<file path="src/ppa_regs.vh">
// Register offsets, field positions and reset values of the parallel peripheral adapter
`ifndef PPA_REGS_VH
`define PPA_REGS_VH

// Bus geometry
`define PPA_ADDR_W        5
`define PPA_PORTS         2

// Register word indices (byte address = index * 4)
`define PPA_IDX_PORT_A    3'h0
`define PPA_IDX_CTRL_A    3'h1
`define PPA_IDX_PORT_B    3'h2
`define PPA_IDX_CTRL_B    3'h3
`define PPA_IDX_IRQ_STAT  3'h4
`define PPA_IDX_IRQ_MASK  3'h5

// Control register fields
`define PPA_CR_C1_EN      0
`define PPA_CR_C1_RISE    1
`define PPA_CR_SEL_DATA   2
`define PPA_CR_C2_EN_LVL  3
`define PPA_CR_C2_RISE    4
`define PPA_CR_C2_OUT     5
`define PPA_CR_FLAG2      6
`define PPA_CR_FLAG1      7

// Interrupt status and mask fields
`define PPA_IRQ_A1        0
`define PPA_IRQ_A2        1
`define PPA_IRQ_B1        2
`define PPA_IRQ_B2        3

// Reset values
`define PPA_CR_RST        8'h00
`define PPA_DDR_RST       8'h00
`define PPA_OUT_RST       8'h00
`define PPA_IRQ_RST       4'h0

// Bus responses
`define PPA_RESP_OKAY     2'h0
`define PPA_RESP_SLVERR   2'h2

`endif

</file>
<file path="src/ppa_top.v">
// Parallel peripheral adapter: two 8-bit ports, control lines, AXI4-Lite registers
// Overview of operation
// RL1: Host reaches adapter only through memory reads/writes
// RL2: Control bit 2 selects data or direction
// RL3: Host sets select bit before port access
// RL4: Control bits 6,7 are read-only status flags
// RL5: Reading control register clears its flags
// RL6: Four interrupt lines, two usable as controls
// RL7: Direction bit one drives output, zero input
// RL8: Port read mixes pins and output latch
//
// Implementation choices: the AXI4-Lite interface to the registers and the register addresses.
`timescale 1ns/1ps
`include "ppa_regs.vh"
module ppa_top (
  // Clock, reset, enable
  input  wire                   REF_CLK,
  input  wire                   RST,
  input  wire                   CE,
  // AXI4-Lite write address
  input  wire [`PPA_ADDR_W-1:0] S_AXI_AWADDR,
  input  wire [2:0]             S_AXI_AWPROT,
  input  wire                   S_AXI_AWVALID,
  output reg                    S_AXI_AWREADY,
  // AXI4-Lite write data
  input  wire [31:0]            S_AXI_WDATA,
  input  wire [3:0]             S_AXI_WSTRB,
  input  wire                   S_AXI_WVALID,
  output reg                    S_AXI_WREADY,
  // AXI4-Lite write response
  output reg  [1:0]             S_AXI_BRESP,
  output reg                    S_AXI_BVALID,
  input  wire                   S_AXI_BREADY,
  // AXI4-Lite read address
  input  wire [`PPA_ADDR_W-1:0] S_AXI_ARADDR,
  input  wire [2:0]             S_AXI_ARPROT,
  input  wire                   S_AXI_ARVALID,
  output reg                    S_AXI_ARREADY,
  // AXI4-Lite read data
  output reg  [31:0]            S_AXI_RDATA,
  output reg  [1:0]             S_AXI_RRESP,
  output reg                    S_AXI_RVALID,
  input  wire                   S_AXI_RREADY,
  // Port A lines
  input  wire [7:0]             PORT_A_LINES_I,
  output wire [7:0]             PORT_A_LINES_O,
  output wire [7:0]             PORT_A_LINES_OE,
  // Port B lines
  input  wire [7:0]             PORT_B_LINES_I,
  output wire [7:0]             PORT_B_LINES_O,
  output wire [7:0]             PORT_B_LINES_OE,
  // Interrupt input lines
  input  wire                   SIDE_A_INT_LINE,
  input  wire                   SIDE_B_INT_LINE,
  // Auxiliary control lines, two-way
  input  wire                   SIDE_A_AUX_CONTROL_LINE_I,
  output reg                    SIDE_A_AUX_CONTROL_LINE_O,
  output reg                    SIDE_A_AUX_CONTROL_LINE_OE,
  input  wire                   SIDE_B_AUX_CONTROL_LINE_I,
  output reg                    SIDE_B_AUX_CONTROL_LINE_O,
  output reg                    SIDE_B_AUX_CONTROL_LINE_OE,
  // Interrupt request
  output reg                    IRQ
);

  // Per-port state
  reg  [7:0]  cr   [0:`PPA_PORTS-1];
  reg  [7:0]  ddr  [0:`PPA_PORTS-1];
  reg  [7:0]  outl [0:`PPA_PORTS-1];
  reg  [3:0]  irq_stat;
  reg  [3:0]  irq_mask;

  // Bus slave state
  reg  [2:0]  aw_idx;
  reg         aw_hit;
  reg         aw_got;
  reg  [7:0]  wd;
  reg         wd_lane0;
  reg  [3:0]  wd_w1c;
  reg         w_got;

  // Synchronised inputs and edge history
  wire [19:0] pins_q;
  wire [7:0]  pin_in [0:`PPA_PORTS-1];
  wire [1:0]  c1_q;
  wire [1:0]  c2_q;
  reg  [1:0]  c1_prev;
  reg  [1:0]  c2_prev;
  wire [1:0]  act1;
  wire [1:0]  act2;
  wire [3:0]  irq_set;

  // Read decode
  reg  [7:0]  rd_byte;
  reg         rd_err;
  reg  [1:0]  rd_clr;
  wire        ar_hs;
  wire        do_write;
  integer     i;
  genvar      g;

  // Every pin from outside crosses two flops before any logic sees it
  ppa_sync #(
    .WIDTH (20)
  ) u_sync (
    .clk (REF_CLK),
    .rst (RST),
    .ce  (CE),
    .d   ({SIDE_B_AUX_CONTROL_LINE_I, SIDE_A_AUX_CONTROL_LINE_I,
           SIDE_B_INT_LINE, SIDE_A_INT_LINE, PORT_B_LINES_I, PORT_A_LINES_I}),
    .q   (pins_q)
  );

  assign pin_in[0] = pins_q[7:0];
  assign pin_in[1] = pins_q[15:8];
  assign c1_q      = pins_q[17:16];
  assign c2_q      = pins_q[19:18];

  // Edge history is taken from the second synchroniser stage only, so a
  // metastable first stage can never reach a flag
  // Active transition per line; the edge sense comes from the control register
  generate
    for (g = 0; g < `PPA_PORTS; g = g + 1) begin : g_edge
      assign act1[g] = cr[g][`PPA_CR_C1_RISE] ? (c1_q[g] & ~c1_prev[g])
                                               : (~c1_q[g] & c1_prev[g]); // [RL6]
      // An aux line set as output raises no flag
      assign act2[g] = ~cr[g][`PPA_CR_C2_OUT] &
                       (cr[g][`PPA_CR_C2_RISE] ? (c2_q[g] & ~c2_prev[g])
                                               : (~c2_q[g] & c2_prev[g])); // [RL6]
    end
  endgenerate

  // Enables gate only the status word; the control-register flags record
  // every active edge, so software that polls still sees it
  // Sticky status only for lines whose interrupt is enabled
  assign irq_set = {act2[1] & cr[1][`PPA_CR_C2_EN_LVL], act1[1] & cr[1][`PPA_CR_C1_EN],
                    act2[0] & cr[0][`PPA_CR_C2_EN_LVL], act1[0] & cr[0][`PPA_CR_C1_EN]};

  // Handshake strobes; protection inputs and upper data lanes carry nothing here
  assign ar_hs    = S_AXI_ARVALID & S_AXI_ARREADY;
  assign do_write = aw_got & w_got & ~S_AXI_BVALID;

  // Ports drive from the output latch where the direction bit is one
  assign PORT_A_LINES_O  = outl[0];
  assign PORT_A_LINES_OE = ddr[0]; // [RL7]
  assign PORT_B_LINES_O  = outl[1];
  assign PORT_B_LINES_OE = ddr[1]; // [RL7]

  // Read mux, decoded straight from the presented address
  // Decoding before the handshake lets the flags clear on the very edge at
  // which the host takes them, so a second read already sees them cleared
  always @* begin
    rd_byte = 8'h00;
    rd_err  = 1'b0;
    rd_clr  = 2'h0;
    case (S_AXI_ARADDR[4:2])
      `PPA_IDX_PORT_A, `PPA_IDX_PORT_B: begin
        // Select bit picks data or direction; host must set it first [RL2] [RL3]
        if (cr[S_AXI_ARADDR[3]][`PPA_CR_SEL_DATA]) begin
          rd_byte = (pin_in[S_AXI_ARADDR[3]] & ~ddr[S_AXI_ARADDR[3]]) |
                    (outl[S_AXI_ARADDR[3]] & ddr[S_AXI_ARADDR[3]]); // [RL8]
        end else begin
          rd_byte = ddr[S_AXI_ARADDR[3]];
        end
      end
      `PPA_IDX_CTRL_A, `PPA_IDX_CTRL_B: begin
        rd_byte = cr[S_AXI_ARADDR[3]]; // [RL4]
        rd_clr[S_AXI_ARADDR[3]] = 1'b1; // [RL5]
      end
      `PPA_IDX_IRQ_STAT: begin
        rd_byte = {4'h0, irq_stat};
      end
      `PPA_IDX_IRQ_MASK: begin
        rd_byte = {4'h0, irq_mask};
      end
      default: begin
        rd_err = 1'b1;
      end
    endcase
  end

  // AXI4-Lite handshakes: one write and one read in flight at most [RL1]
  always @(posedge REF_CLK or posedge RST) begin
    if (RST) begin
      S_AXI_AWREADY <= 1'b1;
      S_AXI_WREADY  <= 1'b1;
      S_AXI_BVALID  <= 1'b0;
      S_AXI_BRESP   <= `PPA_RESP_OKAY;
      S_AXI_ARREADY <= 1'b1;
      S_AXI_RVALID  <= 1'b0;
      S_AXI_RRESP   <= `PPA_RESP_OKAY;
      S_AXI_RDATA   <= 32'h00000000;
      aw_idx        <= 3'h0;
      aw_hit        <= 1'b0;
      aw_got        <= 1'b0;
      wd            <= 8'h00;
      wd_lane0      <= 1'b0;
      wd_w1c        <= 4'h0;
      w_got         <= 1'b0;
    end else if (CE) begin
      // Readies rest high; a master must not run while CE is low, since a
      // frozen block would let that handshake slip by unrecorded
      if (S_AXI_AWVALID && S_AXI_AWREADY) begin
        aw_idx        <= S_AXI_AWADDR[4:2];
        aw_hit        <= (S_AXI_AWADDR[4:2] <= `PPA_IDX_IRQ_MASK);
        aw_got        <= 1'b1;
        S_AXI_AWREADY <= 1'b0;
      end
      if (S_AXI_WVALID && S_AXI_WREADY) begin
        wd           <= S_AXI_WDATA[7:0];
        wd_lane0     <= S_AXI_WSTRB[0];
        wd_w1c       <= S_AXI_WSTRB[0] ? S_AXI_WDATA[3:0] : 4'h0;
        w_got        <= 1'b1;
        S_AXI_WREADY <= 1'b0;
      end
      if (do_write) begin
        aw_got       <= 1'b0;
        w_got        <= 1'b0;
        S_AXI_BVALID <= 1'b1;
        S_AXI_BRESP  <= aw_hit ? `PPA_RESP_OKAY : `PPA_RESP_SLVERR;
      end else if (S_AXI_BVALID && S_AXI_BREADY) begin
        // Address and data re-open only after the response is taken
        S_AXI_BVALID  <= 1'b0;
        S_AXI_AWREADY <= 1'b1;
        S_AXI_WREADY  <= 1'b1;
      end
      if (ar_hs) begin
        S_AXI_ARREADY <= 1'b0;
        S_AXI_RVALID  <= 1'b1;
        S_AXI_RDATA   <= {24'h000000, rd_byte};
        S_AXI_RRESP   <= rd_err ? `PPA_RESP_SLVERR : `PPA_RESP_OKAY;
      end else if (S_AXI_RVALID && S_AXI_RREADY) begin
        S_AXI_RVALID  <= 1'b0;
        S_AXI_ARREADY <= 1'b1;
      end
    end
  end

  // Register file, flags and interrupt status
  always @(posedge REF_CLK or posedge RST) begin
    if (RST) begin
      for (i = 0; i < `PPA_PORTS; i = i + 1) begin
        cr[i]   <= `PPA_CR_RST;
        ddr[i]  <= `PPA_DDR_RST;
        outl[i] <= `PPA_OUT_RST;
      end
      c1_prev  <= 2'h0;
      c2_prev  <= 2'h0;
      irq_stat <= `PPA_IRQ_RST;
      irq_mask <= `PPA_IRQ_RST;
    end else if (CE) begin
      c1_prev <= c1_q;
      c2_prev <= c2_q;
      // A transition in the same cycle as the clearing read still sets the flag
      for (i = 0; i < `PPA_PORTS; i = i + 1) begin
        cr[i][`PPA_CR_FLAG1] <= (cr[i][`PPA_CR_FLAG1] & ~(ar_hs & rd_clr[i])) | act1[i]; // [RL5]
        cr[i][`PPA_CR_FLAG2] <= (cr[i][`PPA_CR_FLAG2] & ~(ar_hs & rd_clr[i])) | act2[i]; // [RL5]
      end
      // Write-one-to-clear; a new event wins over the clear
      irq_stat <= (irq_stat & ~((do_write && aw_idx == `PPA_IDX_IRQ_STAT) ? wd_w1c : 4'h0))
                  | irq_set;
      // Only byte lane 0 carries register data; a write without it does nothing
      if (do_write && wd_lane0) begin
        case (aw_idx)
          `PPA_IDX_PORT_A, `PPA_IDX_PORT_B: begin
            // Data writes land in the latch only; input bits keep reading the pins
            if (cr[aw_idx[1]][`PPA_CR_SEL_DATA]) begin
              outl[aw_idx[1]] <= wd; // [RL2] [RL8]
            end else begin
              ddr[aw_idx[1]] <= wd; // [RL2] [RL7]
            end
          end
          `PPA_IDX_CTRL_A, `PPA_IDX_CTRL_B: begin
            cr[aw_idx[1]][5:0] <= wd[5:0]; // [RL4]
          end
          `PPA_IDX_IRQ_MASK: begin
            irq_mask <= wd[3:0];
          end
          default: begin
          end
        endcase
      end
    end
  end

  // Aux lines and interrupt output, registered so every output leaves a flop
  // The aux level follows control bit 3 one cycle late, which keeps decode
  // glitches off the pin at the cost of one cycle of latency
  always @(posedge REF_CLK or posedge RST) begin
    if (RST) begin
      SIDE_A_AUX_CONTROL_LINE_O  <= 1'b0;
      SIDE_A_AUX_CONTROL_LINE_OE <= 1'b0;
      SIDE_B_AUX_CONTROL_LINE_O  <= 1'b0;
      SIDE_B_AUX_CONTROL_LINE_OE <= 1'b0;
      IRQ                        <= 1'b0;
    end else if (CE) begin
      SIDE_A_AUX_CONTROL_LINE_O  <= cr[0][`PPA_CR_C2_EN_LVL]; // [RL6]
      SIDE_A_AUX_CONTROL_LINE_OE <= cr[0][`PPA_CR_C2_OUT]; // [RL6]
      SIDE_B_AUX_CONTROL_LINE_O  <= cr[1][`PPA_CR_C2_EN_LVL]; // [RL6]
      SIDE_B_AUX_CONTROL_LINE_OE <= cr[1][`PPA_CR_C2_OUT]; // [RL6]
      IRQ                        <= |(irq_stat & irq_mask);
    end
  end

endmodule

</file>
<file path="src/ppa_sync.v">
// Two-flop synchroniser for asynchronous pin inputs
`timescale 1ns/1ps
module ppa_sync #(
  parameter WIDTH = 1
) (
  // Clock and control
  input  wire             clk,
  input  wire             rst,
  input  wire             ce,
  // Data
  input  wire [WIDTH-1:0] d,
  output reg  [WIDTH-1:0] q
);

  reg [WIDTH-1:0] meta;

  // First stage feeds only the second; nothing else may look at it
  always @(posedge clk or posedge rst) begin
    if (rst) begin
      meta <= {WIDTH{1'b0}};
      q    <= {WIDTH{1'b0}};
    end else if (ce) begin
      meta <= d;
      q    <= meta;
    end
  end

endmodule

</file>
<file path="config.mk">
export PLATFORM = sky130hd
export DESIGN_NAME = ppa_top
export DESIGN_NICKNAME = d
export VERILOG_FILES = /design/src/ppa_top.v /design/src/ppa_sync.v
export VERILOG_INCLUDE_DIRS = /design/src
export SDC_FILE = /design/constraint.sdc
export NUM_CORES = 1
export LEC_CHECK = 0
export BUFFER_PORTS_ARGS = -buffer_cell sky130_fd_sc_hd__buf_2
export CAP_MARGIN = 5
export CORE_ASPECT_RATIO = 1.1
export CORE_MARGIN = 3
export CORE_UTILIZATION = 48
export CTS_CLUSTER_DIAMETER = 100
export CTS_CLUSTER_SIZE = 40
export DETAILED_ROUTE_END_ITERATION = 8
export PLACE_DENSITY = 0.88
export SLEW_MARGIN = 20
export SYNTH_ARGS = -nofsm -noshare
export SYNTH_HDL_FRONTEND = slang
export SYNTH_HIERARCHICAL = 1
export SYNTH_SLANG_ARGS = --single-unit
</file>
<file path="constraint.sdc">
create_clock -name REF_CLK -period 2.89 [get_ports REF_CLK]
set_input_delay 0.289 -clock REF_CLK [delete_from_list [all_inputs] [get_ports REF_CLK]]
set_output_delay 0.289 -clock REF_CLK [all_outputs]
set_load 0.05 [all_outputs]
</file>
==> reports/results.tsv <==
metric	value	unit
n_antenna_cell	0	
wl_per_cell	20.3	µm
grt.overflow.total	0	
yosysWarningCount	6	
drv_cap	0	
grt.total_usage	0.221	
cts-root-buf	clkbuf_16	
dr.pass1.iters	5	
synthCells	476	
postLayoutCoreUtil	0.595	
ys.flop_type	dfrtp_1	
die-width	114	µm
r2r_start	S_AXI_BVALID$_DFFE_PP0P_	
worstSkewPairLatency	420	ps
crit_arrival	2570	ps
clock_skew	14.9	ps
hold_viol_final	0	
synth_edf_count	0	
synth_area_leader_cell	dfrtp_1	
grt_max_degree	52	
ys_seq_area_frac	0.567	
io_buffers	94	
worstPathRequired	3190	ps
numCtsBuffers	17	
cts_resized	0	
tns	0	ps
cts-htree-levels	4	
critPathLaunchType	flip-flop	
grt_pass1_vias	4484	
dpl.hpwl	10100	µm
drt_iter0_markers	390	
syn_area	6140	µm²
ant_nets	0	
layout-drive-gt1-share	0.432	
drc	0	
leakagePower	3.54	nW
die_h	125	µm
drt-total-wl	15200	µm
final_nets	660	
critPathMaxFanout	10	
coreArea	12200	µm²
grt_pass1_wl	24100	µm
tritoncts	yes	
rsz0062_at_grt	no	
clkTransAtPathRegs	60	ps
syn2layout_area_growth	18.6	%
maxSlewViolCount	0	
power.density	627	nW/µm²
outcome	complete, no violations	
hp-class	input pin to flip-flop	
cts_sinks	139	
initial_core_util	0.501	
max_slew_margin	0.507	
worst_hold_path.endpoint	aw_hit$_DFFE_PP0P_	
avgSynthCellArea	12.9	µm²
end_kind	flip-flop	
hold_path_depth	2	
regToRegEndpoint	PORT_A_LINES_O[4]$_DFFE_PP0P_	
crit_start	S_AXI_BVALID$_DFFE_PP0P_	
timing.fmax	439	MHz
post-route-period-util	0.789	
yosys-top-cells-area	dfrtp_1 55%, mux2_2 20%, buf_4 3.3%	
irDropWorstVdd	463	µV
via_count	4358	
min_from	S_AXI_AWADDR[4]	
min_period	2280	ps
r2r_slack	610	ps
synthDistinctLibCells	48	
dieArea	14200	µm²
clockBufferDepth	2	
synth_top_area_frac	0.555	
gp_congestion	0.814	
reg2regPathDepth	5	
setup_viol_count_final	0	
criticalPathCategory	flip-flop to flip-flop	
ys_ff_latch	139	
postSynth.asyncResetShare	1.00	
worstMarginPinSlew	719	ps
antenna_found_initial	0	
num_io_pins	158	
via_per_inst	5.83	
rows	42	
layout make-up:
class	instances	area, µm²
clock buffers	20	437
clock inverters	12	149
fillers	910	4960
inverters	14	55.1
multi-input cells	302	2390
flip-flops and latches	139	3480
well taps	154	193
repair buffers	106	576
cell usage in the layout (no fill, tap or decap), types with 4 or more instances in the layout:
cell	n
dfrtp_1	136
mux2i_1	10
nor3_1	5
buf_2	94
nand3_1	5
a211oi_1	4
buf_4	10
clkinv_2	5
a31oi_1	8
a32o_1	4
nand3b_1	5
mux2_2	111
conb_1	26
a21oi_1	20
nor2_1	8
clkbuf_16	17
nand2_1	31
a32oi_1	4
inv_1	13
o22ai_1	4
o21ai_0	17
per-layer routing:
metal	wire length (µm)	global-route usage	vias to the layer above
li1	-	-	1879
met1	5780	0.270	2212
met2	7550	0.358	223
met3	1270	0.0627	44
met4	582	0.107	0
met5	0	0	-
worst max-delay path, cell delays in order (launching register included):
cell and delay (ps):
dfrtp_1 410, nand4b_1 240, buf_4 210, nor3_1 230
nand4b_1 580, mux2_2 510
kinds of logic after synthesis:
group,share of synthesized area
buffers and inverters,0.0585
AO/OA/AOI/OAI,0.0875
AND/OR/NAND/NOR,0.0659
other,0.000611
flip-flops,0.567
multiplexers,0.220
cells in the mapped netlist (2+ instances only):
cell type,count
buf_6,4
nand2_1,31
a21o_1,2
a21boi_0,2
a211oi_1,4
dfrtp_1,136
nor2_1,8
nor3_1,5
nor3b_1,2
a221oi_1,2
o21ai_0,17
nand2b_1,2
clkbuf_1,11
a32o_1,4
a22oi_1,2
nand3b_1,5
o32a_1,3
a21oi_1,20
mux2i_1,10
buf_1,2
nand4b_1,2
a31oi_1,8
and3_1,2
a32oi_1,4
inv_1,14
or3_1,3
o22ai_1,4
a22o_1,3
buf_4,27
dfstp_2,3
or3b_2,3
mux2_2,111
nand3_1,5
power breakdown:
group | switching [W] | internal [W]
Sequential | 0.0000566 | 0.00203
Combinational | 0.000204 | 0.000120
Clock | 0.000799 | 0.00135
Total | 0.00106 | 0.00350
how the worst max path moves through the flow:
| stage | endpoint |
|---|---|
| after floorplan | IRQ$_DFFE_PP0P_ |
| after CTS | PORT_B_LINES_OE[3]$_DFFE_PP0P_ |
| after global routing | PORT_B_LINES_OE[6]$_DFFE_PP0P_ |
| final | PORT_A_LINES_O[4]$_DFFE_PP0P_ |
| after global placement | PORT_B_LINES_OE[3]$_DFFE_PP0P_ |
| after detailed placement | PORT_A_LINES_O[5]$_DFFE_PP0P_ |
repair_timing:
item / in CTS / in global routing
hold endpoints to repair: 41 / 0
buffers inserted: 0 / 0
hold buffers: 1 / 0
sequential cells by signal, summed over array words and instances, names as in the netlist, 2 cells and up:
signal,cells
PORT_A_LINES_OE,8
PORT_B_LINES_OE,8
wd,8
S_AXI_RDATA,8
irq_stat,4
aw_idx,3
irq_mask,4
c1_prev,2
cr,16
PORT_A_LINES_O,8
u_sync/meta,20
c2_prev,2
u_sync/q,20
PORT_B_LINES_O,8
wd_w1c,4
per-stage QoR:
stage / hold WS (ps) / area, µm² / power [W] / instances / setup slack (ps)
after floorplan: 385 / 6230 / 0.00237 / 501 / 15.5
after detailed placement: 432 / 6680 / 0.00244 / 714 / 636
after CTS: 75.0 / 7280 / 0.00458 / 747 / 640
after global placement: 413 / 6680 / 0.00242 / 714 / 679
after global routing: 91.5 / 7280 / 0.00470 / 747 / 554
final: 90.9 / 7280 / 0.00456 / 747 / 611
No activity file was read; power rests on OpenSTA's default activity.
